### src/inc/hsm_pkg.sv
// Shared types and constants for the high-speed lane multiplexer
package hsm_pkg;

  // Transceiver lane count and parallel word width
  localparam int HSM_NUM_LANES = 4;
  localparam int HSM_WORD_W = 20;
  localparam int HSM_NUM_STORAGE = 2;
  localparam int HSM_NUM_DISPLAY = 2;
  localparam int HSM_NUM_USB = 2;

  // Lane 3 is the only home of the second USB controller
  localparam int HSM_USB_B_LANE = 3;

  // Peripheral class requested for a lane; idle must stay first (reset code)
  typedef enum logic [2:0] {
    HSM_SEL_IDLE,
    HSM_SEL_PCIE,
    HSM_SEL_STORAGE,
    HSM_SEL_DISPLAY,
    HSM_SEL_USB,
    HSM_SEL_SGMII
  } hsm_sel_e;

  // One parallel word crossing a lane in either direction
  typedef struct packed {
    logic [HSM_WORD_W-1:0] data;
    logic valid;
  } hsm_word_s;

  localparam hsm_word_s HSM_WORD_IDLE = '0;

  // Whole registered state of the multiplexer
  typedef struct packed {
    hsm_sel_e [HSM_NUM_LANES-1:0] route;
    hsm_word_s [HSM_NUM_LANES-1:0] lane_tx;
    hsm_word_s [HSM_NUM_LANES-1:0] pcie_rx;
    hsm_word_s [HSM_NUM_STORAGE-1:0] storage_rx;
    hsm_word_s [HSM_NUM_USB-1:0] usb_rx;
    hsm_word_s [HSM_NUM_LANES-1:0] sgmii_rx;
  } hsm_state_s;

  localparam hsm_state_s HSM_STATE_RST = '0;

endpackage

### src/hsm_lane_mux.sv
// High-speed lane multiplexer between peripheral controllers and four lanes
`timescale 1ns/1ps
module hsm_lane_mux (
  // Clock and reset
  input wire logic sys_clk,
  input wire logic rst,
  // Lane selection from configuration
  input wire hsm_pkg::hsm_sel_e [hsm_pkg::HSM_NUM_LANES-1:0] lane_sel,
  output hsm_pkg::hsm_sel_e [hsm_pkg::HSM_NUM_LANES-1:0] lane_route,
  // Transceiver lanes
  input wire hsm_pkg::hsm_word_s [hsm_pkg::HSM_NUM_LANES-1:0] lane_rx,
  output hsm_pkg::hsm_word_s [hsm_pkg::HSM_NUM_LANES-1:0] lane_tx,
  // PCI Express lanes
  input wire hsm_pkg::hsm_word_s [hsm_pkg::HSM_NUM_LANES-1:0] pcie_tx,
  output hsm_pkg::hsm_word_s [hsm_pkg::HSM_NUM_LANES-1:0] pcie_rx,
  // Storage channels a and b
  input wire hsm_pkg::hsm_word_s [hsm_pkg::HSM_NUM_STORAGE-1:0] storage_tx,
  output hsm_pkg::hsm_word_s [hsm_pkg::HSM_NUM_STORAGE-1:0] storage_rx,
  // Display lanes a and b, transmit only
  input wire hsm_pkg::hsm_word_s [hsm_pkg::HSM_NUM_DISPLAY-1:0] display_tx,
  // USB controllers a and b
  input wire hsm_pkg::hsm_word_s [hsm_pkg::HSM_NUM_USB-1:0] usb_tx,
  output hsm_pkg::hsm_word_s [hsm_pkg::HSM_NUM_USB-1:0] usb_rx,
  // SGMII ports
  input wire hsm_pkg::hsm_word_s [hsm_pkg::HSM_NUM_LANES-1:0] sgmii_tx,
  output hsm_pkg::hsm_word_s [hsm_pkg::HSM_NUM_LANES-1:0] sgmii_rx
);
  import hsm_pkg::*;

  hsm_state_s state_reg;
  hsm_state_s state_next;
  hsm_word_s [HSM_NUM_LANES-1:0] lane_tx_next;

  // Grant routes: a shared peripheral asked on two lanes goes to the lower lane
  always_comb begin
    logic [HSM_NUM_STORAGE-1:0] storage_used;
    logic [HSM_NUM_DISPLAY-1:0] display_used;
    logic usb_a_used;
    hsm_sel_e grant;
    storage_used = '0;
    display_used = '0;
    usb_a_used = 1'b0;
    grant = HSM_SEL_IDLE;
    state_next = state_reg;
    state_next.pcie_rx = '0;
    state_next.storage_rx = '0;
    state_next.usb_rx = '0;
    state_next.sgmii_rx = '0;
    for (int l = 0; l < HSM_NUM_LANES; l++) begin
      grant = HSM_SEL_IDLE;
      case (lane_sel[l])
        HSM_SEL_PCIE: begin
          grant = HSM_SEL_PCIE;
          state_next.pcie_rx[l] = lane_rx[l];
        end
        HSM_SEL_STORAGE: begin
          if (!storage_used[l[0]]) begin
            grant = HSM_SEL_STORAGE;
            storage_used[l[0]] = 1'b1;
            state_next.storage_rx[l[0]] = lane_rx[l];
          end
        end
        HSM_SEL_DISPLAY: begin
          // Even lanes carry display b, odd lanes display a
          if (!display_used[!l[0]]) begin
            grant = HSM_SEL_DISPLAY;
            display_used[!l[0]] = 1'b1;
          end
        end
        HSM_SEL_USB: begin
          if (l == HSM_USB_B_LANE) begin
            grant = HSM_SEL_USB;
            state_next.usb_rx[1] = lane_rx[l];
          end else if (!usb_a_used) begin
            grant = HSM_SEL_USB;
            usb_a_used = 1'b1;
            state_next.usb_rx[0] = lane_rx[l];
          end
        end
        HSM_SEL_SGMII: begin
          grant = HSM_SEL_SGMII;
          state_next.sgmii_rx[l] = lane_rx[l];
        end
        default: grant = HSM_SEL_IDLE;
      endcase
      state_next.route[l] = grant;
    end
    state_next.lane_tx = lane_tx_next;
  end

  // Transmit side follows the granted route of the same cycle
  for (genvar g = 0; g < HSM_NUM_LANES; g++) begin : g_lane
    hsm_lane_sel u_sel (
      .route(state_next.route[g]),
      .pcie_tx(pcie_tx[g]),
      .storage_tx(storage_tx[g % HSM_NUM_STORAGE]),
      .display_tx(display_tx[(g + 1) % HSM_NUM_DISPLAY]),
      .usb_tx(usb_tx[(g == HSM_USB_B_LANE) ? 1 : 0]),
      .sgmii_tx(sgmii_tx[g]),
      .lane_tx(lane_tx_next[g])
    );
  end

  always_ff @(posedge sys_clk) begin
    if (rst) begin
      state_reg <= HSM_STATE_RST;
    end else begin
      state_reg <= state_next;
    end
  end

  // Every data output is a flip-flop; one cycle from selection to lane
  assign lane_route = state_reg.route;
  assign lane_tx = state_reg.lane_tx;
  assign pcie_rx = state_reg.pcie_rx;
  assign storage_rx = state_reg.storage_rx;
  assign usb_rx = state_reg.usb_rx;
  assign sgmii_rx = state_reg.sgmii_rx;
endmodule

### src/hsm_lane_sel.sv
// Transmit selector for one transceiver lane
`timescale 1ns/1ps
module hsm_lane_sel (
  // Granted route of this lane
  input wire hsm_pkg::hsm_sel_e route,
  // Candidate words of the peripherals wired to this lane
  input wire hsm_pkg::hsm_word_s pcie_tx,
  input wire hsm_pkg::hsm_word_s storage_tx,
  input wire hsm_pkg::hsm_word_s display_tx,
  input wire hsm_pkg::hsm_word_s usb_tx,
  input wire hsm_pkg::hsm_word_s sgmii_tx,
  // Word toward the lane
  output hsm_pkg::hsm_word_s lane_tx
);
  import hsm_pkg::*;

  always_comb begin
    case (route)
      HSM_SEL_PCIE: lane_tx = pcie_tx;
      HSM_SEL_STORAGE: lane_tx = storage_tx;
      HSM_SEL_DISPLAY: lane_tx = display_tx;
      HSM_SEL_USB: lane_tx = usb_tx;
      HSM_SEL_SGMII: lane_tx = sgmii_tx;
      default: lane_tx = HSM_WORD_IDLE;
    endcase
  end

endmodule

### config.mk
export PLATFORM = sky130hd
export DESIGN_NAME = hsm_lane_mux
export DESIGN_NICKNAME = d
export VERILOG_FILES = /design/src/inc/hsm_pkg.sv /design/src/hsm_lane_mux.sv /design/src/hsm_lane_sel.sv
export SDC_FILE = /design/constraint.sdc
export NUM_CORES = 1
export LEC_CHECK = 0
export ABC_AREA = 0
export BUFFER_PORTS_ARGS = -buffer_cell sky130_fd_sc_hd__buf_2
export CAP_MARGIN = 20
export CORE_AREA = 2 2 285 287
export DETAILED_ROUTE_END_ITERATION = 8
export DIE_AREA = 0 0 287 289
export GPL_TIMING_DRIVEN = 0
export HOLD_SLACK_MARGIN = 0.05
export SYNTH_ARGS = -nofsm -noshare
export SYNTH_HDL_FRONTEND = slang
export SYNTH_SLANG_ARGS = --single-unit
### constraint.sdc
create_clock -name sys_clk -period 2.35 [get_ports sys_clk]
set_input_delay 0.47 -clock sys_clk [delete_from_list [all_inputs] [get_ports sys_clk]]
set_output_delay 0.47 -clock sys_clk [all_outputs]
set_load 0.01 [all_outputs]
==> results.sh <==
export IMPL_status="complete, no violations"
export IMPL_synth_avg_cell_area_um2=10.3
export IMPL_grt_setup_unrepaired="false"
export IMPL_filler_cell_count=8782
export IMPL_regArea_um2=6970
export IMPL_power_leakage_uw=0.00915
export IMPL_cts_sinks=348
export IMPL_floorplan_die_width_um=287
export IMPL_final_instance_count_excl_fill=3090
export IMPL_vias_in_the_first_global_route=12900
export IMPL_chipHeight_um=289
export IMPL_remaining_drc_errors=0
export IMPL_critical_path_endpoint_type="flip-flop"
export IMPL_power_combinational_fraction_pct=12.8
export IMPL_global_route_usage_met3_pct=5.29
export IMPL_globalRouteMet1Util_pct=22.0
export IMPL_cts_made_buffers=40
export IMPL_total_instance_count_after_detailed_placement=2998
export IMPL_setup_violations_final=0
export IMPL_rows=104
export IMPL_report_final_slew_viol_count=0
export IMPL_syn_cell_area_um2=12300
export IMPL_period_minus_slack_ns=2.24
export IMPL_busiest_layer="met2"
export IMPL_max_slew_margin_rel_pct=33.8
export IMPL_initial_utilization_pct=15.4
export IMPL_synth_top_cells_by_area="dfxtp_1 56%, a22oi_1 6.4%, and3_1 5.6%"
export IMPL_clock_fmax_ghz=0.446
export IMPL_grt_overflow=0
export IMPL_ctsRootBufferMaster="clkbuf_16"
export IMPL_grt_max_degree=16
export IMPL_synth_seq_cells=348
export IMPL_finalNetCount=2374
export IMPL_drive_above_1_share_pct=43.3
export IMPL_core_um2=79900
export IMPL_clock_power_share_pct=45.7
export IMPL_number_of_synthesized_flops_with_an_enable_pin=0
export IMPL_wire_per_inst_um=26.6
export IMPL_tritoncts="yes"
export IMPL_met2_usage_pct=31.7
export IMPL_utilization_pct=23.6
export IMPL_track_usage_pct=18.7
export IMPL_sequentialPowerShare_pct=41.5
export IMPL_timing_worst_slew_pin_value_ns=0.983
export IMPL_power_per_cell_area_nw_per_um2=783
export IMPL_synthesis_nets=1592
export IMPL_worstSetupPathType="input pin to flip-flop"
export IMPL_worstHoldPathCells=3
export IMPL_first_iter_violations=1119
export IMPL_antenna_violating_nets_post_route=0
export IMPL_layout_cells_most_common_list="751 x buf_2, 348 x dfxtp_1, 110 x and3_1, 105 x a22oi_1, 94 x clkbuf_1"
export IMPL_critPathMaxFanout=10
export IMPL_final_common_cell="buf_2"
export IMPL_firstDrtPassIters=6
export IMPL_dp_worst_setup_slack_ns=-1.01
export IMPL_synth_async_sr_flop_share_pct=0
export IMPL_design_portCount=740
export IMPL_yosys_area_top_type="dfxtp_1"
export IMPL_synthToLayoutAreaGrowth_pct=53.2
export IMPL_synth_warning_count=0
export IMPL_via_count=13700
export IMPL_grt_antenna_before_repair=36
export IMPL_syn_instance_count=1200
export IMPL_gp_routability_congestion=0.902
export IMPL_post_dp_cell_area_um2=17400
export IMPL_drt_total_wl_um=82300
export IMPL_origin_of_the_worst_min_delay_path="pcie_tx[0]"
export IMPL_worst_ep_arrival_time_ns=2.74
export IMPL_port_buffers=733
export IMPL_hpwlAfterDp_um=68800
export IMPL_synth_lib_cells_used_distinct=37
export IMPL_max_vdd_ir_drop_mv=0.395
export IMPL_worstSetupStartpointType="input pin"
export IMPL_grt_first_pass_wirelength_um=107000
export IMPL_hold_crit_path_type="input pin to flip-flop"
export IMPL_die_area_um2=82900
export IMPL_synth_ff_type="dfxtp_1"
export IMPL_synth_seq_area_share_pct=56.5
export IMPL_longest_clk_path_bufs=3
export IMPL_finalHoldViolations=0
export IMPL_area_of_combinational_cells_with_multiple_inputs_um2=4920
export IMPL_layout_worst_path_cycle_share_pct=95.4
export IMPL_final_design_area_no_fill_um2=18900
export IMPL_fin_worst_hold_slack_ns=0.134
export IMPL_worstHoldEndpoint="lane_tx[0]"
export IMPL_power_switching_share_pct=27.2
export IMPL_clkSlewWorstSetupHoldPaths_ns=0.06
export IMPL_p_switching_uw=4020
export IMPL_timing_final_ws_setup_ns=0.108
export IMPL_critical_path_required_ns=2.85
export IMPL_synth_largest_type_area_fraction_pct=56.5
export IMPL_vias_per_cell=4.43
export IMPL_maxCapViolCount=0
export IMPL_intPower_uw=10800
export IMPL_cts_htree_levels=2
==> worst max-delay path by stage <==
stage / start / endpoint / slack, ns / cells after the start
after floorplan: lane_sel[8] / lane_tx[46] / 0.45 / 5
after global placement: rst / pcie_rx[41] / -2.05 / 6
after detailed placement: rst / pcie_rx[41] / -1.01 / 6
after CTS: lane_sel[2] / usb_rx[11] / 0.001 / 6
after global routing: lane_sel[8] / sgmii_rx[56] / 0.009 / 5
final: lane_sel[8] / sgmii_rx[53] / 0.11 / 5
==> flip-flops by register name, indices dropped and copies added, names as in the netlist <==
register	count
lane_route	12
lane_tx	84
pcie_rx	84
sgmii_rx	84
storage_rx	42
usb_rx	42
==> worst max-delay path, stage by stage <==
cell	delay, ns
clkbuf_1	0.41
clkbuf_1	0.68
and3_1	0.38
clkbuf_1	0.56
and2_1	0.23
==> layer usage <==
layer	vias up	wire length (um)
met3	173	7550
met4	24	3690
met2	914	39000
met1	6578	31900
met5	-	149
li1	5997	-
==> cell families (layout without fill, tap and decap cells) <==
logic type,count (synthesis),count (layout),share of synthesized area (%)
other,0,17,0
multiplexers,43,43,3.70
AND/OR/NAND/NOR,381,381,16.6
buffers and inverters,121,934,3.87
flip-flops,348,348,56.5
AO/OA/AOI/OAI,306,306,19.2
XOR/XNOR,1,1,0.0710
==> per-stage QoR <==
| stage | TNS, ns | power [uW] |
|---|---|---|
| 2_1_floorplan | 0 | 6960 |
| 3_3_place_gp | -251.24 | 8130 |
| 3_5_place_dp | -101.84 | 8150 |
| 4_1_cts | 0 | 14900 |
| 5_1_grt | 0 | 15300 |
| 6_report | 0 | 14800 |
==> power by group through the flow <==
stage / sequential [uW] / clock (uW) / combinational, uW
floorplan: 6360 / 0 / 602
global placement: 6260 / 0 / 1870
detailed placement: 6260 / 0 / 1880
CTS: 6140 / 6910 / 1890
global route: 6150 / 7130 / 2010
finish: 6140 / 6760 / 1890
==> cell type report <==
cell class | count | area share [%]
Antenna cell | 17 | 0.225
Multi-Input combinational cell | 731 | 26.0
Clock buffer | 51 | 5.99
Sequential cell | 348 | 36.9
Buffer | 117 | 2.50
Tap cell | 1060 | 7.02
Clock inverter | 22 | 1.52
Inverter | 4 | 0.0795
Timing Repair Buffer | 740 | 19.8
==> timing repair <==
action | in CTS | in global routing
pin swaps | 1 | 0
setup endpoints to repair | 55 | 23
hold endpoints to repair | 0 | 0
hold buffers | 0 | 0
setup buffers | 0 | 2
resized for setup | 5 | 5
==> Yosys cell counts, drive strengths merged, types with 2 or more instances <==
| library cell | number |
|---|---|
| dfxtp | 348 |
| and3 | 110 |
| a22oi | 105 |
| clkbuf | 98 |
| nor2 | 92 |
| and2 | 87 |
| nand2 | 64 |
| a222oi | 63 |
| a21oi | 43 |
| a221oi | 22 |
| mux2i | 22 |
| a21o | 21 |
| a31oi | 21 |
| mux2 | 21 |
| o2bb2ai | 21 |
| buf | 19 |
| nor3b | 7 |
| nor4 | 5 |
| a211oi | 4 |
| inv | 4 |
| nand2b | 4 |
| nor2b | 4 |
| nor3 | 4 |
| o21ai | 3 |
| and3b | 2 |
(Power assumes the default switching activity.)
